[src/hdl/ces_pkg.sv]
// Constants and types shared by the exception sequencer files
package ces_pkg;

  localparam logic [7:0] VEC_RESET = 8'h00;
  localparam logic [7:0] VEC_BUS_ERROR = 8'h02;
  localparam logic [7:0] VEC_ADDR_ERROR = 8'h03;
  localparam logic [7:0] VEC_ILLEGAL = 8'h04;
  localparam logic [7:0] VEC_ZERO_DIVIDE = 8'h05;
  localparam logic [7:0] VEC_BOUNDS_CHECK = 8'h06;
  localparam logic [7:0] VEC_OVERFLOW_TRAP = 8'h07;
  localparam logic [7:0] VEC_PRIVILEGE = 8'h08;
  localparam logic [7:0] VEC_TRACE = 8'h09;
  localparam logic [7:0] VEC_LINE_A = 8'h0A;
  localparam logic [7:0] VEC_LINE_F = 8'h0B;
  localparam logic [7:0] VEC_UNINIT = 8'h0F;
  localparam logic [7:0] VEC_SPURIOUS = 8'h18;
  localparam logic [7:0] VEC_AUTO_BASE = 8'h18;
  localparam logic [7:0] VEC_TRAP_BASE = 8'h20;

  localparam logic [23:0] VEC_TABLE_LAST = 24'h0003FF;
  localparam logic [23:0] RESET_ENTRY_ADDR = 24'h000000;
  localparam logic [19:0] IACK_ADDR_HIGH = 20'hFFFFF;

  localparam logic [2:0] FC_SUP_DATA = 3'b101;
  localparam logic [2:0] FC_SUP_PROG = 3'b110;
  localparam logic [2:0] FC_IACK = 3'b111;

  localparam int SR_TRACE_BIT = 15;
  localparam int SR_SUPER_BIT = 13;
  localparam int SR_MASK_LSB = 8;
  localparam logic [15:0] SR_RESET = 16'h2700;
  localparam logic [2:0] LEVEL_NMI = 3'h7;

  localparam logic [2:0] PUSH_WORDS_SHORT = 3'h3;
  localparam logic [2:0] PUSH_WORDS_LONG = 3'h7;
  localparam logic [23:0] STACK_STEP = 24'h000002;

  typedef enum logic [3:0] {
    CAUSE_RESET = 4'h0,
    CAUSE_BUS_ERR = 4'h1,
    CAUSE_ADDR_ERR = 4'h2,
    CAUSE_TRACE = 4'h3,
    CAUSE_IRQ = 4'h4,
    CAUSE_ILLEGAL = 4'h5,
    CAUSE_PRIV = 4'h6,
    CAUSE_LINE_A = 4'h7,
    CAUSE_LINE_F = 4'h8,
    CAUSE_TRAP = 4'h9,
    CAUSE_OVF = 4'hA,
    CAUSE_CHK = 4'hB,
    CAUSE_ZDIV = 4'hC
  } ces_cause_t;

  typedef enum logic [7:0] {
    ST_IDLE = 8'h01,
    ST_STEP1 = 8'h02,
    ST_IACK = 8'h04,
    ST_PUSH = 8'h08,
    ST_RSSP = 8'h10,
    ST_VEC = 8'h20,
    ST_FINISH = 8'h40,
    ST_HALT = 8'h80
  } ces_state_t;

endpackage : ces_pkg

[src/hdl/ces_exception_sequencer.sv]
// Exception entry sequencer: status change, vector acquisition, stacking, vector fetch
`timescale 1ns/1ps
`default_nettype none
module ces_exception_sequencer
  import ces_pkg::*;
(
  input wire logic core_clk,
  input wire logic nrst,
  input wire logic resetReq,
  input wire logic busErrorReq,
  input wire logic addressErrorReq,
  input wire logic instrBoundary,
  input wire logic nextIllegal,
  input wire logic nextPrivilege,
  input wire logic nextLineA,
  input wire logic nextLineF,
  input wire logic trapReq,
  input wire logic [3:0] trapNumber,
  input wire logic overflowTrapReq,
  input wire logic boundsCheckReq,
  input wire logic zeroDivideReq,
  input wire logic [2:0] irqLevel,
  input wire logic [23:0] pcIn,
  input wire logic [23:0] faultAddress,
  input wire logic [15:0] faultOpcode,
  input wire logic [15:0] faultInfo,
  input wire logic srWriteEn,
  input wire logic [15:0] srWriteData,
  input wire logic sspWriteEn,
  input wire logic [23:0] sspWriteData,
  output logic [15:0] statusWord,
  output logic [23:0] supervisor_stack_pointer,
  output logic [23:0] newPc,
  output logic pcLoad,
  output logic excActive,
  output logic abortInstr,
  output logic halted,
  output logic [7:0] vectorNumber,
  output logic busReq,
  output logic busWrite,
  output logic [23:0] busAddr,
  output logic [2:0] busFc,
  output logic [15:0] busWdata,
  input wire logic busAck,
  input wire logic busErr,
  input wire logic busAutovector,
  input wire logic [15:0] busRdata
);

  ces_state_t state;
  ces_cause_t cause;
  logic [15:0] srCopy;
  logic [23:0] retPc;
  logic [23:0] savedFaultAddr;
  logic [15:0] savedFaultOpcode;
  logic [15:0] savedFaultInfo;
  logic [2:0] takenLevel;
  logic [2:0] pushIdx;
  logic wordIdx;
  logic busGap;
  logic [2:0] prevLevel;
  logic nmiPend;
  logic [23:0] resetSsp;

  logic selValid;
  ces_cause_t selCause;
  logic [7:0] selVector;
  logic irqTake;
  logic xferDone;
  logic [2:0] pushCount;
  logic [23:0] vecAddr;
  logic abortNow;

  // Level above mask, or a fresh entry into level seven
  assign irqTake = (irqLevel > statusWord[SR_MASK_LSB +: 3]) || nmiPend;
  assign xferDone = busReq && busAck;
  assign pushCount = (cause == CAUSE_BUS_ERR || cause == CAUSE_ADDR_ERR) ? PUSH_WORDS_LONG : PUSH_WORDS_SHORT;
  assign vecAddr = {14'h0000, vectorNumber, 2'b00} & VEC_TABLE_LAST;
  assign abortNow = resetReq || busErrorReq || addressErrorReq;

  ces_cause_select u_select (
    .resetReq(resetReq),
    .busErrorReq(busErrorReq),
    .addressErrorReq(addressErrorReq),
    .boundary(instrBoundary),
    .traceOn(statusWord[SR_TRACE_BIT]),
    .irqTake(irqTake),
    .nextIllegal(nextIllegal),
    .nextPrivilege(nextPrivilege),
    .nextLineA(nextLineA),
    .nextLineF(nextLineF),
    .trapReq(trapReq),
    .trapNumber(trapNumber),
    .overflowTrapReq(overflowTrapReq),
    .boundsCheckReq(boundsCheckReq),
    .zeroDivideReq(zeroDivideReq),
    .selValid(selValid),
    .selCause(selCause),
    .selVector(selVector)
  );
  // Bus request is held until answered, then dropped for one cycle
  always_comb
  begin
    busReq = 1'b0;
    busWrite = 1'b0;
    busAddr = 24'h000000;
    busFc = FC_SUP_DATA;
    busWdata = 16'h0000;
    case (state)
      ST_IACK:
      begin
        busReq = !busGap;
        busAddr = {IACK_ADDR_HIGH, takenLevel, 1'b1};
        busFc = FC_IACK;
      end
      ST_PUSH:
      begin
        busReq = !busGap;
        busWrite = 1'b1;
        busAddr = supervisor_stack_pointer - STACK_STEP;
        case (pushIdx)
          3'h0: busWdata = retPc[15:0];
          3'h1: busWdata = {8'h00, retPc[23:16]};
          3'h2: busWdata = srCopy;
          3'h3: busWdata = savedFaultOpcode;
          3'h4: busWdata = savedFaultAddr[15:0];
          3'h5: busWdata = {8'h00, savedFaultAddr[23:16]};
          default: busWdata = savedFaultInfo;
        endcase
      end
      ST_RSSP:
      begin
        busReq = !busGap;
        busAddr = RESET_ENTRY_ADDR + {22'h000000, wordIdx, 1'b0};
        busFc = FC_SUP_PROG;
      end
      ST_VEC:
      begin
        busReq = !busGap;
        busAddr = (cause == CAUSE_RESET) ? (vecAddr + {21'h000000, 1'b1, wordIdx, 1'b0})
                                         : (vecAddr + {22'h000000, wordIdx, 1'b0});
        busFc = (cause == CAUSE_RESET) ? FC_SUP_PROG : FC_SUP_DATA;
      end
      default: busReq = 1'b0;
    endcase
  end
  always_ff @(posedge core_clk or negedge nrst)
  begin
    if (!nrst)
      busGap <= 1'b0;
    else
      busGap <= busReq && (busAck || busErr);
  end
  always_ff @(posedge core_clk or negedge nrst)
  begin
    if (!nrst)
    begin
      state <= ST_STEP1;
      cause <= CAUSE_RESET;
      vectorNumber <= VEC_RESET;
      pushIdx <= 3'h0;
      wordIdx <= 1'b0;
      retPc <= 24'h000000;
      takenLevel <= LEVEL_NMI;
      savedFaultAddr <= 24'h000000;
      savedFaultOpcode <= 16'h0000;
      savedFaultInfo <= 16'h0000;
    end
    else if (resetReq && !(state == ST_STEP1 && cause == CAUSE_RESET))
    begin
      state <= ST_STEP1;
      cause <= CAUSE_RESET;
      vectorNumber <= VEC_RESET;
      takenLevel <= LEVEL_NMI;
    end
    else if ((busErrorReq || addressErrorReq) && state != ST_IDLE && state != ST_HALT)
    begin
      state <= ST_HALT; // Fault during entry: double fault
    end
    else
    begin
      case (state)
        ST_IDLE:
        begin
          if (selValid)
          begin
            state <= ST_STEP1;
            cause <= selCause;
            vectorNumber <= selVector;
            retPc <= pcIn;
            takenLevel <= irqLevel;
            savedFaultAddr <= faultAddress;
            savedFaultOpcode <= faultOpcode;
            savedFaultInfo <= faultInfo;
          end
        end
        ST_STEP1:
        begin
          pushIdx <= 3'h0;
          wordIdx <= 1'b0;
          if (cause == CAUSE_IRQ)
            state <= ST_IACK;
          else if (cause == CAUSE_RESET)
            state <= ST_RSSP;
          else
            state <= ST_PUSH;
        end
        ST_IACK:
        begin
          if (busReq && (busAck || busErr))
          begin
            state <= ST_PUSH;
            if (busErr)
              vectorNumber <= VEC_SPURIOUS;
            else if (busAutovector)
              vectorNumber <= VEC_AUTO_BASE + {5'h00, takenLevel};
            else
              vectorNumber <= busRdata[7:0];
          end
        end
        ST_PUSH:
        begin
          if (busReq && busErr)
            state <= ST_HALT;
          else if (xferDone)
          begin
            pushIdx <= pushIdx + 3'h1;
            if (pushIdx + 3'h1 == pushCount)
              state <= ST_VEC;
          end
        end
        ST_RSSP, ST_VEC:
        begin
          if (busReq && busErr)
            state <= ST_HALT;
          else if (xferDone)
          begin
            wordIdx <= !wordIdx;
            if (wordIdx)
              state <= (state == ST_RSSP) ? ST_VEC : ST_FINISH;
          end
        end
        ST_FINISH:
        begin
          if (cause != CAUSE_IRQ && irqTake && !abortNow)
          begin
            state <= ST_STEP1;
            cause <= CAUSE_IRQ;
            vectorNumber <= VEC_SPURIOUS;
            retPc <= newPc;
            takenLevel <= irqLevel;
          end
          else
            state <= ST_IDLE;
        end
        default: state <= ST_HALT;
      endcase
    end
  end
  // Status word: snapshot then supervisor, trace off, mask update for reset and interrupt only
  always_ff @(posedge core_clk or negedge nrst)
  begin
    if (!nrst)
    begin
      statusWord <= SR_RESET;
      srCopy <= 16'h0000;
    end
    else if (state == ST_STEP1)
    begin
      srCopy <= statusWord;
      statusWord[SR_SUPER_BIT] <= 1'b1;
      statusWord[SR_TRACE_BIT] <= 1'b0;
      if (cause == CAUSE_RESET || cause == CAUSE_IRQ)
        statusWord[SR_MASK_LSB +: 3] <= takenLevel;
    end
    else if (state == ST_IDLE && srWriteEn && !selValid)
      statusWord <= srWriteData;
  end
  always_ff @(posedge core_clk or negedge nrst)
  begin
    if (!nrst)
    begin
      supervisor_stack_pointer <= 24'h000000;
      resetSsp <= 24'h000000;
    end
    else if (state == ST_PUSH && xferDone)
      supervisor_stack_pointer <= supervisor_stack_pointer - STACK_STEP;
    else if (state == ST_RSSP && xferDone)
    begin
      if (wordIdx)
        supervisor_stack_pointer <= {resetSsp[23:16], busRdata};
      else
        resetSsp <= {busRdata[7:0], 16'h0000};
    end
    else if (state == ST_IDLE && sspWriteEn && !selValid)
      supervisor_stack_pointer <= sspWriteData;
  end
  always_ff @(posedge core_clk or negedge nrst)
  begin
    if (!nrst)
      newPc <= 24'h000000;
    else if (state == ST_VEC && xferDone)
    begin
      if (wordIdx)
        newPc[15:0] <= busRdata;
      else
        newPc[23:16] <= busRdata[7:0];
    end
  end
  // Level seven edge detection; a new edge wins over the clear
  always_ff @(posedge core_clk or negedge nrst)
  begin
    if (!nrst)
    begin
      prevLevel <= 3'h0;
      nmiPend <= 1'b0;
    end
    else
    begin
      prevLevel <= irqLevel;
      if (irqLevel == LEVEL_NMI && prevLevel != LEVEL_NMI)
        nmiPend <= 1'b1;
      else if (state == ST_STEP1 && cause == CAUSE_IRQ && takenLevel == LEVEL_NMI)
        nmiPend <= 1'b0;
    end
  end
  always_ff @(posedge core_clk or negedge nrst)
  begin
    if (!nrst)
    begin
      pcLoad <= 1'b0;
      excActive <= 1'b1;
      abortInstr <= 1'b0;
      halted <= 1'b0;
    end
    else
    begin
      pcLoad <= (state == ST_FINISH) && !abortNow && !(cause != CAUSE_IRQ && irqTake);
      excActive <= (state != ST_IDLE && state != ST_HALT) || (state == ST_IDLE && selValid);
      abortInstr <= abortNow && state == ST_IDLE;
      halted <= (state == ST_HALT) && !resetReq;
    end
  end

endmodule : ces_exception_sequencer
`default_nettype wire

[src/hdl/ces_cause_select.sv]
// Priority resolution of pending exception causes and their vector numbers
`timescale 1ns/1ps
`default_nettype none
module ces_cause_select
  import ces_pkg::*;
(
  input wire logic resetReq,
  input wire logic busErrorReq,
  input wire logic addressErrorReq,
  input wire logic boundary,
  input wire logic traceOn,
  input wire logic irqTake,
  input wire logic nextIllegal,
  input wire logic nextPrivilege,
  input wire logic nextLineA,
  input wire logic nextLineF,
  input wire logic trapReq,
  input wire logic [3:0] trapNumber,
  input wire logic overflowTrapReq,
  input wire logic boundsCheckReq,
  input wire logic zeroDivideReq,
  output logic selValid,
  output ces_cause_t selCause,
  output logic [7:0] selVector
);

  always_comb
  begin
    selValid = 1'b1;
    selCause = CAUSE_RESET;
    selVector = VEC_RESET;
    if (resetReq)
    begin
      selCause = CAUSE_RESET;
      selVector = VEC_RESET;
    end
    else if (busErrorReq)
    begin
      selCause = CAUSE_BUS_ERR;
      selVector = VEC_BUS_ERROR;
    end
    else if (addressErrorReq)
    begin
      selCause = CAUSE_ADDR_ERR;
      selVector = VEC_ADDR_ERROR;
    end
    else if (boundary && traceOn)
    begin
      selCause = CAUSE_TRACE;
      selVector = VEC_TRACE;
    end
    else if (boundary && irqTake)
    begin
      selCause = CAUSE_IRQ;
      selVector = VEC_SPURIOUS;
    end
    else if (boundary && nextIllegal)
    begin
      selCause = CAUSE_ILLEGAL;
      selVector = VEC_ILLEGAL;
    end
    else if (boundary && nextLineA)
    begin
      selCause = CAUSE_LINE_A;
      selVector = VEC_LINE_A;
    end
    else if (boundary && nextLineF)
    begin
      selCause = CAUSE_LINE_F;
      selVector = VEC_LINE_F;
    end
    else if (boundary && nextPrivilege)
    begin
      selCause = CAUSE_PRIV;
      selVector = VEC_PRIVILEGE;
    end
    else if (trapReq)
    begin
      selCause = CAUSE_TRAP;
      selVector = VEC_TRAP_BASE + {4'h0, trapNumber};
    end
    else if (overflowTrapReq)
    begin
      selCause = CAUSE_OVF;
      selVector = VEC_OVERFLOW_TRAP;
    end
    else if (boundsCheckReq)
    begin
      selCause = CAUSE_CHK;
      selVector = VEC_BOUNDS_CHECK;
    end
    else if (zeroDivideReq)
    begin
      selCause = CAUSE_ZDIV;
      selVector = VEC_ZERO_DIVIDE;
    end
    else
    begin
      selValid = 1'b0;
    end
  end

endmodule : ces_cause_select
`default_nettype wire

[config.mk]
export PLATFORM = sky130hd
export DESIGN_NAME = ces_exception_sequencer
export DESIGN_NICKNAME = d
export VERILOG_FILES = /design/src/hdl/ces_pkg.sv /design/src/hdl/ces_exception_sequencer.sv /design/src/hdl/ces_cause_select.sv
export SDC_FILE = /design/constraint.sdc
export NUM_CORES = 1
export LEC_CHECK = 0
export BUFFER_PORTS_ARGS = -buffer_cell sky130_fd_sc_hd__clkbuf_2
export CAP_MARGIN = 40
export CORE_MARGIN = 5
export CORE_UTILIZATION = 42
export CTS_CLUSTER_SIZE = 8
export DETAILED_ROUTE_END_ITERATION = 10
export PLACE_DENSITY_LB_ADDON = 0.2
export SETUP_SLACK_MARGIN = 0.5
export SLEW_MARGIN = 20
export SYNTH_ARGS = -nofsm -noshare
export SYNTH_HDL_FRONTEND = slang
export SYNTH_HIERARCHICAL = 1
export SYNTH_SLANG_ARGS = --single-unit
[constraint.sdc]
create_clock -name core_clk -period 7.5 [get_ports core_clk]
set_input_delay 1.125 -clock core_clk [delete_from_list [all_inputs] [get_ports core_clk]]
set_output_delay 1.125 -clock core_clk [all_outputs]
set_load 0.05 [all_outputs]
# --- After elaboration in Yosys (flattened, before gate mapping) ---
# Index checks and enable logic that the tools add are counted.
classes:
  n_bitwise: 5
  reduce_logical: 71
  muxes: 101
  eq_ne: 41
  n_lt_le_gt_ge: 1
  n_addsub: 6
ops:
  columns: ["cell", "n"]
  rows:
  - ["8-bit 2-to-1 mux", 29]
  - ["24-bit 2-to-1 mux", 6]
  - ["16-bit case mux with 6 select lines", 1]
  - ["24-bit case mux with 4 select lines", 1]
  - ["4-bit 2-to-1 mux", 17]
  - ["24-bit case mux with 2 select lines", 1]
  - ["8-bit case mux with 6 select lines", 1]
  - ["16-bit 2-to-1 mux", 2]
  - ["1-bit logical AND", 31]
  - ["3-bit 2-to-1 mux", 10]
  - ["8-bit case mux with 3 select lines", 1]
  - ["24-bit by 2-bit subtractor with 24-bit output, second input constant", 1]
  - ["1-bit 2-to-1 mux", 21]
  - ["5-bit != test, second input constant", 4]
  - ["5-bit AND reduction", 4]
  - ["3-bit != test, second input constant", 5]
  - ["2-bit != test, second input constant", 7]
  - ["3-bit equality test, second input constant", 4]
  - ["3-bit case mux with 2 select lines", 2]
  - ["10-bit by 2-bit adder with 11-bit output", 1]
  - ["10-bit by 3-bit adder with 11-bit output", 1]
  - ["11-bit 2-to-1 mux", 1]
  - ["5-bit 2-to-1 mux", 2]
  - ["2-bit AND reduction", 5]
  - ["41 further kinds", 67]
totals:
  register_bits: 204
  input_bits: 162
  elab_cells: 250

# --- Depth between registers and ports, before layout ---
# Gate-level depths: netlist of run 1.
depth:
  ltp_word: 18
  ltp_mapped: 16
  ltp_nobuf: 14

# --- Hierarchy ---
# The synthesis of run 1 kept the hierarchy.
modules_own_cells:
  columns: ["module", "seq_area_each_um2", "area_each_um2", "instances", "cells_per_inst"]
  rows:
  - ["ces_exception_sequencer", 5116.2, 10894.2, 1, 1044]
  - ["ces_cause_select", 0.0, 372.9, 1, 60]

# --- Worst setup path after synthesis of run 1 ---
# Ideal clock, no wire load.
synth_path:
  kind: "reg2out"
  startpoint: "register supervisor_stack_pointer[3]"
  endpoint: "output busAddr[18]"
  required_ps: 6375
  slack_ps: 3275
  path_stages_with_launch: 8
  t_arrival_ps: 3100
  cell_sequence: "dfrtp_1 > nor3_1 > nand3_1 > or2_1 > clkbuf_1 > nor4_2 > xnor2_1 > o21ai_0"
synth_via:
  elab_chain_len: 2
synth_lines:
  columns: ["item", "line_no", "source"]
  rows:
  - ["start: declaration", "ces_exception_sequencer.sv:32", "output logic [23:0] supervisor_stack_pointer,"]
  - ["start signal: assignment", "ces_exception_sequencer.sv:287", "supervisor_stack_pointer <= supervisor_stack_pointer - STACK_STEP;"]
  - ["start signal: assignment", "ces_exception_sequencer.sv:291", "supervisor_stack_pointer <= {resetSsp[23:16], busRdata};"]
  - ["start signal: assignment", "ces_exception_sequencer.sv:296", "supervisor_stack_pointer <= sspWriteData;"]
  - ["24-bit by 2-bit subtractor with 24-bit output", "ces_exception_sequencer.sv:120", "busAddr = supervisor_stack_pointer - STACK_STEP;"]
  - ["24-bit case mux with 4 select lines", "ces_exception_sequencer.sv:109", "case (state)"]
  - ["end: declaration", "ces_exception_sequencer.sv:41", "output logic [23:0] busAddr,"]
# No other way between the ends.

# --- Worst setup path after layout of run 1 ---
layout_path:
  startpoint: "input irqLevel[1]"
  endpoint: "register supervisor_stack_pointer[20]"
layout_via:
  elab_chain_len: 12
layout_lines:
  columns: ["item", "line_no", "source"]
  rows:
  - ["start: declaration", "ces_exception_sequencer.sv:22", "input wire logic [2:0] irqLevel,"]
  - ["3-bit > comparator", "ces_exception_sequencer.sv:75", "assign irqTake = (irqLevel > statusWord[SR_MASK_LSB +: 3]) || nmiPend;"]
  - ["1-bit logical OR", "ces_exception_sequencer.sv:75", null]
  - ["net irqTake", "ces_exception_sequencer.sv:68", "logic irqTake;"]
  - ["1-bit logical AND", "ces_cause_select.sv:52", "else if (boundary && irqTake)"]
  - ["1-bit 2-to-1 mux", "ces_cause_select.sv:52", null]
  - ["1-bit 2-to-1 mux", "ces_cause_select.sv:47", "else if (boundary && traceOn)"]
  - ["1-bit 2-to-1 mux", "ces_cause_select.sv:42", "else if (addressErrorReq)"]
  - ["1-bit 2-to-1 mux", "ces_cause_select.sv:37", "else if (busErrorReq)"]
  - ["1-bit 2-to-1 mux", "ces_cause_select.sv:32", "if (resetReq)"]
  - ["net selValid", "ces_exception_sequencer.sv:65", "logic selValid;"]
  - ["1-bit zero test", "ces_exception_sequencer.sv:295", "else if (state == ST_IDLE && sspWriteEn && !selValid)"]
  - ["1-bit logical AND", "ces_exception_sequencer.sv:295", null]
  - ["3-bit nonzero test (no source line)", null, null]
  - ["2-bit AND reduction (no source line)", null, null]
# The timed path passes the listed nets, and every way through them passes these cells.
# A chain may end at the register's enable or synchronous reset.

==> flow_metrics.env, run 1 <==
export IMPL_wl_per_cell_um=21.4
export IMPL_die_area_um2=30200
export IMPL_hold_viol=0
export IMPL_whs_ns=0.477
export IMPL_min_period_ns=4.43
export IMPL_p_comb_share_pct=14.5
export IMPL_worst_slack_ns=3.07
export IMPL_place_ws_ns=2.63
export IMPL_drc_errors=0
export IMPL_max_freq_ghz=0.226
export IMPL_grt_max_degree=70
export IMPL_gr_total_overflow=0
export IMPL_grt_pass1_vias=9740
export IMPL_worstHoldStart="statusWord[9]$_DFFE_PN1P_"
export IMPL_crit_path_max_fanout=34
export IMPL_synth_avg_cell_area_um2=10.2
export IMPL_drt_pass1_iterations=7
export IMPL_core_area_um2=26700
export IMPL_whs_endpoint="statusWord[9]$_DFFE_PN1P_"
export IMPL_endpoint_kind="flop"
export IMPL_syn_area_um2=11300
export IMPL_min_path_cells=2
export IMPL_synthTopCellsByCount="dfrtp_1 (195), nand2_1 (178), mux2_2 (134), o21ai_0 (57), nor2_1 (56)"
export IMPL_ctsResizeCount=0
export IMPL_numPortBuffers=281
export IMPL_die_h_um=174
export IMPL_ys_warnings_count=6
export IMPL_ioPinCount=283
export IMPL_ys_seq_area_share_pct=45.4
export IMPL_final_antenna_net_count=0
export IMPL_synth_seq_cells=204
export IMPL_reg2reg_depth=13
export IMPL_grt_total_usage_pct=23.5
export IMPL_tns_ns=0
export IMPL_clock_sinks=204
export IMPL_path_clk_slew_ns=0.05
export IMPL_worstPathArrival_ns=4.86
export IMPL_cts_made_buffers=29
export IMPL_cap_violations=0
export IMPL_hold_class="reg -> reg"
export IMPL_ys_top_cells_by_area="dfrtp_1 (43%), mux2_2 (13%), nand2_1 (5.9%), o21ai_0 (2.5%), dfstp_2 (2.1%)"
export IMPL_crit_required_ns=7.93
export IMPL_clk_latency_ns=0.55
export IMPL_crit_type="in -> reg"
export IMPL_synth_edf_count=0
export IMPL_yosysMostFrequentCell="dfrtp_1"
export IMPL_antenna_found_initial=2
export IMPL_r2r_end="supervisor_stack_pointer[20]$_DFFE_PN0P_"
export IMPL_async_flop_share_pct=100
export IMPL_p_sw_share_pct=28.7
export IMPL_drive_gt1_share_pct=37.0
export IMPL_clock_path_buffers=3
export IMPL_vias_per_cell=5.69
export IMPL_dp_hpwl_um=27400
export IMPL_status="complete, no violations"
export IMPL_vias=9822
export IMPL_drt_total_wl_um=37000
export IMPL_synth_flop_cell="dfrtp_1"
export IMPL_p_int_w=0.00204
export IMPL_setup_viol=0
export IMPL_slew_viol_final=0
export IMPL_final_area_um2=13800
export IMPL_p_sw_w=0.000824
export IMPL_start_kind="input pin"
export IMPL_rr_startpoint="statusWord[9]$_DFFE_PN1P_"
export IMPL_reg2reg_slack_ns=3.20
export IMPL_p_seq_share_pct=43.2
export IMPL_cts_tree="done"
export IMPL_min_period_over_period_pct=59.1
export IMPL_ir_worst_vdd_mv=0.161
export IMPL_dpl_cell_area_um2=12900
export IMPL_rsz0062_at_grt="false"
export IMPL_power_density_nw_per_um2=208
export IMPL_cts_root_buf="clkbuf_16"
export IMPL_cts_setup_buffers=0
export IMPL_syn_inst=1104
export IMPL_rows=60
export IMPL_drt_initial_drc_count=742
export IMPL_gp_congestion=0.864
export IMPL_num_nets_final=1535
export IMPL_fp_dieW_um=174
export IMPL_synth_distinct_cells=77
export IMPL_fin_skew_ns=0.0108
export IMPL_htree_levels=1
export IMPL_p_clk_share_pct=42.3
export IMPL_area_growth_pct=22.4
export IMPL_yosysTopAreaCell="dfrtp_1"
export IMPL_crit_start="irqLevel[1]"
export IMPL_cts_hold_buf=0
export IMPL_power_leakage_nw=6.72
export IMPL_synth_top_area_share_pct=43.3
export IMPL_grt_pass1_wl_um=56900
export IMPL_initial_core_util_pct=42.3
export IMPL_relSlewSlack_pct=46.0
export IMPL_design_power_total_w=0.00287
export IMPL_worst_pin_slew_ns=0.810
-- flip-flops by register name, summed over array words and instances (netlist names), 16 cells and up --
name	flops
savedFaultInfo	16
savedFaultAddr	24
savedFaultOpcode	16
supervisor_stack_pointer	24
srCopy	16
newPc	24
statusWord	16
retPc	24
-- per-layer routing --
metal  vias up  global-route usage, %  part of all wire [%]
met4         2                   7.98                   3.3
met1      4783                   32.7                    43
li1       4552                      -                     -
met2       409                   36.6                    45
met3        76                   5.15                   8.2
met5         -                      0                 0.035
-- worst max-delay path, cell delays in order --
cell and delay, ns:
clkbuf_2 0.12, ha_1 0.31, a2111oi_0 0.53, nor2_1 0.25, nor3_1 0.23, nand2b_1 0.17
and3_1 0.18, nand2_1 0.08, and4b_1 0.50, nand2_1 0.19, a21oi_4 0.68, o21ai_0 0.21
a22o_1 0.27
-- how the worst max path moves through the flow --
stage,slack [ns],cells past startpoint,endpoint
final,3.07,13,supervisor_stack_pointer[20]$_DFFE_PN0P_
after global routing,2.83,13,supervisor_stack_pointer[21]$_DFFE_PN0P_
after CTS,3.07,5,busReq
after detailed placement,2.63,13,supervisor_stack_pointer[20]$_DFFE_PN0P_
after global placement,2.63,15,retPc[10]$_DFFE_PN0P_
after floorplan,3.27,7,busAddr[18]
-- cells in the final DEF, fill, tap and decap left out, types with 12 or more instances in the layout --
cell	Yosys	routed
nor3_1	20	20
dfrtp_1	195	195
nor2_1	56	56
a32o_1	12	12
nand2_1	178	178
a21oi_1	45	45
clkbuf_2	0	280
clkbuf_16	0	29
o21ai_0	57	57
buf_4	10	15
inv_1	15	15
mux2i_1	12	12
a222oi_1	22	22
clkbuf_1	41	22
nand3_1	26	26
mux2_2	134	134
xnor2_1	19	19
-- through the flow --
step / cells / utilization (%)
2_1_floorplan: 1105 / -
3_3_place_gp: 1663 / 48.1
3_5_place_dp: 1670 / 48.5
4_1_cts: 1723 / 51.7
5_1_grt: 1726 / 51.8
6_report: 1726 / 51.8
-- power groups by stage --
stage	Clock, W	Combinational [W]	Sequential, W
2_1_floorplan	0	0.000208	0.00128
3_3_place_gp	0	0.000404	0.00126
3_5_place_dp	0	0.000413	0.00126
4_1_cts	0.00124	0.000415	0.00124
5_1_grt	0.00128	0.000457	0.00125
6_report	0.00121	0.000415	0.00124
-- cell type report --
class / instances / area [µm²]
multi-input combinational: 810 / 5720
sequential: 204 / 5120
tap: 341 / 427
inverter: 15 / 56.3
fill: 2477 / 12900
clock buffer: 51 / 808
antenna: 1 / 2.50
timing repair buffer: 302 / 1640
clock inverter: 2 / 25.0
-- cell families after synthesis --
family	after synthesis	share of synthesized area [%]
adder cells (fa/ha/maj)	11	1.22
flip-flops	204	45.4
multiplexers	163	16.5
AO/OA/AOI/OAI	237	14.8
AND/OR/NAND/NOR	366	15.8
buffers and inverters	91	3.93
other	2	0.0667
XOR/XNOR	30	2.33
Power figures use the tool's default switching activity.
==> inputs of run 2 (changes only) <==
--- a/config.mk
+++ b/config.mk
@@ -5,6 +5,7 @@
 export SDC_FILE = /design/constraint.sdc
 export NUM_CORES = 1
 export LEC_CHECK = 0
+export ABC_AREA = 1
 export BUFFER_PORTS_ARGS = -buffer_cell sky130_fd_sc_hd__clkbuf_2
 export CAP_MARGIN = 40
 export CORE_MARGIN = 5
==> constraint.sdc (replaced) <==
create_clock -name core_clk -period 4.6 [get_ports core_clk]
set_input_delay 0.69 -clock core_clk [delete_from_list [all_inputs] [get_ports core_clk]]
set_output_delay 0.69 -clock core_clk [all_outputs]
set_load 0.05 [all_outputs]
==> run 2 against run 1 <==
- sequential share of layout area shrank 0.62 points
- total power up 66%
- non-clock buffer count decreased by 4
- cell count increased by 19%
- hold slack worse by 0.40 ns
- clock-buffer cell count rose by 2
- die area rose by 1.9%
- critical path type is now reg -> out
- critical path depth is 5 lower
- highest routed layer is now met4
- flip-flop and latch count did not move
==> flow_metrics.env, run 2 <==
export IMPL_status="complete, no violations"
export IMPL_ys_warnings_count=6
export IMPL_setup_viol=0
export IMPL_grt_max_degree=106
export IMPL_clock_sinks=204
export IMPL_reg2reg_depth=20
export IMPL_reg2reg_slack_ns=1.02
export IMPL_hold_class="in -> async"
export IMPL_design_power_total_w=0.00476
export IMPL_crit_required_ns=3.91
export IMPL_cap_violations=0
export IMPL_grt_pass1_wl_um=59000
export IMPL_min_period_ns=3.75
export IMPL_drt_initial_drc_count=801
export IMPL_grt_util_met1_pct=32.6
export IMPL_antenna_found_initial=0
export IMPL_fp_dieW_um=175
export IMPL_worstPathArrival_ns=3.06
export IMPL_core_area_um2=27000
export IMPL_clock_path_buffers=3
export IMPL_layout_common_cells="nand2_1 (398), clkbuf_2 (280), dfrtp_1 (195)"
export IMPL_path_clk_slew_ns=0.05
export IMPL_synth_edf_count=0
export IMPL_r2r_end="supervisor_stack_pointer[13]$_DFFE_PN0P_"
export IMPL_clk_latency_ns=0.56
export IMPL_rr_startpoint="statusWord[10]$_DFFE_PN1P_"
export IMPL_ctsResizeCount=0
export IMPL_synth_flop_cell="dfrtp_1"
export IMPL_final_antenna_net_count=0
export IMPL_max_freq_ghz=0.267
export IMPL_slew_viol_final=0
export IMPL_grt_pass1_vias=10600
export IMPL_initial_core_util_pct=42.6
export IMPL_drive_gt1_share_pct=26.5
export IMPL_cts_made_buffers=29
export IMPL_synth_distinct_cells=54
export IMPL_drc_errors=0
export IMPL_drt_pass1_iterations=5
export IMPL_synth_top_area_share_pct=42.5
export IMPL_cts_tree="done"
export IMPL_async_flop_share_pct=100
export IMPL_antenna_cells=0
export IMPL_min_period_over_period_pct=81.5
export IMPL_wl_per_cell_um=18.6
export IMPL_numPortBuffers=281
export IMPL_met2_usage_pct=39.0
export IMPL_tns_ns=0
export IMPL_cts_hold_buf=0
export IMPL_cts_root_buf="clkbuf_16"
export IMPL_final_common_cell="nand2_1"
export IMPL_whs_ns=0.0779
export IMPL_rsz0062_at_grt="false"
export IMPL_synthTopCellsByCount="nand2_1 (398), dfrtp_1 (195), nor2_1 (152), inv_1 (100), nand3_1 (94)"
export IMPL_gr_total_overflow=0
export IMPL_ir_worst_vdd_mv=0.272
export IMPL_htree_levels=1
export IMPL_num_nets_final=1858
export IMPL_use_met3_pct=4.67
export IMPL_vias_per_cell=5.23
export IMPL_ys_top_cells_by_area="dfrtp_1 (42%), nand2_1 (13%), mux2_4 (5.8%), nor2_1 (5.0%), nand3_1 (4.1%)"
export IMPL_gp_congestion=0.919
export IMPL_hold_viol=0
export IMPL_fin_skew_ns=0.0160
export IMPL_power_leakage_nw=7.65
export IMPL_area_growth_pct=22.1
export IMPL_start_kind="flop"
export IMPL_die_area_um2=30800
export IMPL_relSlewSlack_pct=44.6
export IMPL_ys_seq_area_share_pct=44.5
export IMPL_endpoint_kind="output port"
export IMPL_dp_hpwl_um=28800
export IMPL_power_density_nw_per_um2=340
export IMPL_rows=60
export IMPL_synth_seq_cells=204
export IMPL_top_usage_layer="met2"
export IMPL_die_h_um=175
export IMPL_drt_total_wl_um=38200
export IMPL_fin_util_pct=52.1
export IMPL_worst_pin_slew_ns=0.830
export IMPL_syn_area_um2=11500
export IMPL_vias=10700
export IMPL_crit_type="reg -> out"
export IMPL_yosysMostFrequentCell="nand2_1"
export IMPL_place_ws_ns=0.823
export IMPL_ioPinCount=283
export IMPL_nFillCells=2611
export IMPL_worst_slack_ns=0.853
export IMPL_syn_inst=1413
export IMPL_crit_path_max_fanout=17
export IMPL_grt_total_usage_pct=24.0
export IMPL_synth_avg_cell_area_um2=8.13
export IMPL_yosysTopAreaCell="dfrtp_1"
export IMPL_cts_setup_buffers=0
[run 2: cell types whose count changed after synthesis, sizes merged, moves of 49 or more]
cell | previous run | this run
nand2 | 178 | 411
nor2 | 58 | 169
mux2 | 151 | 44
inv | 15 | 111
nand3 | 29 | 98
o21ai | 66 | 115
[run 2: cell type report]
type | instances | area [µm²] | area share (%)
tap | 341 | 427 | 3.04
timing repair buffer | 298 | 1580 | 11.2
inverter | 112 | 420 | 3.00
multi-input combinational | 1040 | 5640 | 40.2
clock buffer | 53 | 826 | 5.89
clock inverter | 1 | 20.0 | 0.143
sequential | 204 | 5120 | 36.5
[run 2: critical path, stage by stage, from the launching register on]
cell and delay, ns:
dfrtp_1 0.48, inv_1 0.14, ha_1 0.67, nor4_2 0.11
buf_4 0.23, inv_1 0.21, o21ai_0 0.11, a31oi_1 0.23
clkbuf_2 0.32
[run 2: worst max-delay path by stage]
| stage | startpoint | depth (start not counted) | end |
|---|---|---|---|
| floorplan | supervisor_stack_pointer[1]$_DFFE_PN0P_ | 9 | busAddr[19] |
| global placement | irqLevel[2] | 20 | supervisor_stack_pointer[14]$_DFFE_PN0P_ |
| detailed placement | irqLevel[2] | 20 | supervisor_stack_pointer[15]$_DFFE_PN0P_ |
| CTS | pushIdx[2]$_DFFE_PN0P_ | 8 | busWdata[1] |
| global route | pushIdx[2]$_DFFE_PN0P_ | 8 | busWdata[1] |
| finish | pushIdx[2]$_DFFE_PN0P_ | 8 | busWdata[1] |
[run 2: cell families (layout without fill, tap and decap cells)]
family	Yosys count	count (layout)	synth area share [%]
and+or+nand+nor	722	722	27.4
other	2	3	0.0654
xor gates and xnor gates	15	15	1.14
DFF	204	204	44.5
AOI/OAI and AO/OA	221	221	11.4
adders and majority gates	11	11	1.20
buffers and inverters	170	464	6.45
muxes	68	68	7.84
[run 2: metal layers]
metal | vias up | wire length [µm]
li1 | 5211 | -
met1 | 5028 | 16700
met2 | 422 | 17500
met3 | 63 | 2840
met4 | 0 | 1170
met5 | - | 0
[run 2: through the flow]
stage,instance area (µm²),instances
global placement,13200,1994
floorplan,11500,1414
detailed placement,13200,1995
CTS,14000,2049
global route,14000,2049
finish,14000,2049
[run 2: power breakdown]
part           switching [W]  total, W  internal (W)
Clock               0.000807   0.00200       0.00120
Sequential          0.000128   0.00205       0.00192
Combinational       0.000474  0.000715      0.000241
Total                0.00141   0.00476       0.00336
==> inputs of run 3 (changes only) <==
==> constraint.sdc (replaced) <==
create_clock -name core_clk -period 3.75 [get_ports core_clk]
set_input_delay 0.5625 -clock core_clk [delete_from_list [all_inputs] [get_ports core_clk]]
set_output_delay 0.5625 -clock core_clk [all_outputs]
set_load 0.05 [all_outputs]
==> run 3 against run 2 <==
- flip-flop and latch count unchanged
- critical path depth is 3 higher
- largest power group unchanged
- register-to-register slack got worse by 0.36 ns
- cell count rose by 1.2%
- global-route usage up 0.12 points
- via count up 2.1%
- non-clock buffer count up 24
- critical endpoint is now busWdata[2]
- die area stayed put
- clock-buffer cell count did not move
==> flow_metrics.env, run 3 (synthesis results as in run 2) <==
export IMPL_num_nets_final=1883
export IMPL_min_period_over_period_pct=85.1
export IMPL_cp_cell_sequence="inv_1, ha_1, inv_1, nor2_1, buf_6, nor4_4, buf_4, buf_6, nand2_1, a41oi_1, buf_4"
export IMPL_ioPinCount=283
export IMPL_antenna_found_initial=0
export IMPL_cap_violations=0
export IMPL_path_clk_slew_ns=0.05
export IMPL_wl_per_cell_um=18.8
export IMPL_p_sw_w=0.00173
export IMPL_power_leakage_nw=7.84
export IMPL_die_area_um2=30800
export IMPL_crit_path_max_fanout=17
export IMPL_worstPathArrival_ns=2.63
export IMPL_drt_pass1_iterations=5
export IMPL_start_kind="flop"
export IMPL_final_antenna_net_count=0
export IMPL_p_clk_share_pct=41.6
export IMPL_reg2reg_slack_ns=0.66
export IMPL_r2r_end="savedFaultAddr[17]$_DFFE_PN0P_"
export IMPL_ir_worst_vdd_mv=0.394
export IMPL_vias=10900
export IMPL_rsz0062_at_grt="true"
export IMPL_clock_path_buffers=3
export IMPL_cts_made_buffers=29
export IMPL_grt_pass1_wl_um=59500
export IMPL_hold_viol=0
export IMPL_power_density_nw_per_um2=402
export IMPL_cts_tree="done"
export IMPL_whs_ns=0.0809
export IMPL_max_freq_ghz=0.313
export IMPL_slew_viol_final=0
export IMPL_place_ws_ns=0.388
export IMPL_min_period_ns=3.19
export IMPL_grt_max_degree=84
export IMPL_crit_type="reg -> out"
export IMPL_drt_initial_drc_count=676
export IMPL_dp_hpwl_um=28800
export IMPL_status="complete, no violations"
export IMPL_grt_total_usage_pct=24.1
export IMPL_p_seq_share_pct=43.0
export IMPL_crit_slowest_cell="dfrtp_2"
export IMPL_fp_dieW_um=175
export IMPL_worst_pin_slew_ns=0.870
export IMPL_core_area_um2=27000
export IMPL_htree_levels=1
export IMPL_initial_core_util_pct=42.6
export IMPL_drive_gt1_share_pct=29.2
export IMPL_grt_pass1_vias=10700
export IMPL_die_h_um=175
export IMPL_layout_common_cells="nand2_1 (390), clkbuf_2 (259), dfrtp_1 (192)"
export IMPL_p_int_w=0.00411
export IMPL_drc_errors=0
export IMPL_hold_class="in -> async"
export IMPL_rows=60
export IMPL_p_sw_share_pct=29.6
export IMPL_relSlewSlack_pct=42.0
export IMPL_reg2reg_depth=19
export IMPL_nFillCells=2548
export IMPL_area_growth_pct=26.3
export IMPL_antenna_cells=0
export IMPL_crit_required_ns=3.19
export IMPL_final_common_cell="nand2_1"
export IMPL_vias_per_cell=5.28
export IMPL_setup_viol=0
export IMPL_p_comb_share_pct=15.4
export IMPL_worst_slack_ns=0.557
export IMPL_gp_congestion=0.890
export IMPL_cpPeakStageDelay_ns=0.40
export IMPL_cts_root_buf="clkbuf_16"
export IMPL_crit_start="pushIdx[0]$_DFFE_PN0P_"
export IMPL_design_power_total_w=0.00584
export IMPL_rr_startpoint="statusWord[10]$_DFFE_PN1P_"
export IMPL_drt_total_wl_um=38900
export IMPL_endpoint_kind="output port"
export IMPL_clk_latency_ns=0.55
export IMPL_numPortBuffers=281
export IMPL_fin_skew_ns=0.0114
export IMPL_gr_total_overflow=0
export IMPL_clock_sinks=204
export IMPL_cts_hold_buf=0
export IMPL_tns_ns=0
run 3: worst max-delay path by stage:
stage | to | slack [ns]
3_3_place_gp | savedFaultOpcode[9]$_DFFE_PN0P_ | 0.45
6_report | busWdata[2] | 0.56
5_1_grt | busWdata[2] | 0.41
2_1_floorplan | busAddr[18] | 0.54
4_1_cts | busAddr[17] | 0.50
3_5_place_dp | savedFaultOpcode[9]$_DFFE_PN0P_ | 0.39
run 3: routing by layer:
layer,part of all wire (%),track usage [%],routed length [µm]
met2,47,39.9,18200
met4,3.0,6.28,1160
met1,44,33.1,16900
met5,0,0,0
met3,6.7,3.79,2620
run 3: repair_timing:
item                                    4_1_cts  5_1_grt
gates resized for setup                      11       87
endpoints found under the setup margin       27      157
pin swaps                                     0        6
buffers inserted                              3       12
cloned                                        0        6
run 3: stage by stage:
step | instances | cell area [µm²] | util (%)
6_report | 2074 | 14500 | 53.8
2_1_floorplan | 1414 | 11500 | -
5_1_grt | 2074 | 14500 | 53.8
3_3_place_gp | 1999 | 13200 | 49.1
3_5_place_dp | 1999 | 13200 | 49.1
4_1_cts | 2056 | 14100 | 52.4
run 3: layout make-up:
type                    instances  area [µm²]  share of cell area, %
clock buffers                  53         816                   5.62
clock inverters                 1        20.0                  0.138
inverters                     112         424                   2.92
multi-input cells            1041        5780                   39.8
flip-flops and latches        204        5120                   35.3
well taps                     341         427                   2.94
repair buffers                322        1930                   13.3
run 3: power by group through the flow:
| stage | Clock (W) | Sequential (W) | Combinational, W |
|---|---|---|---|
| finish | 0.00243 | 0.00251 | 0.000896 |
| global route | 0.00258 | 0.00252 | 0.00100 |
| CTS | 0.00248 | 0.00251 | 0.000883 |
| detailed placement | 0 | 0.00254 | 0.000876 |
| global placement | 0 | 0.00254 | 0.000868 |
| floorplan | 0 | 0.00258 | 0.000467 |
run 3: critical path, delay by kind of cell (launching register included):
family	cells	cell delay, ns
simple gates	3	0.42
flops	1	0.40
fa+ha+maj	1	0.20
buf+inv	6	0.88
compound gates	1	0.19
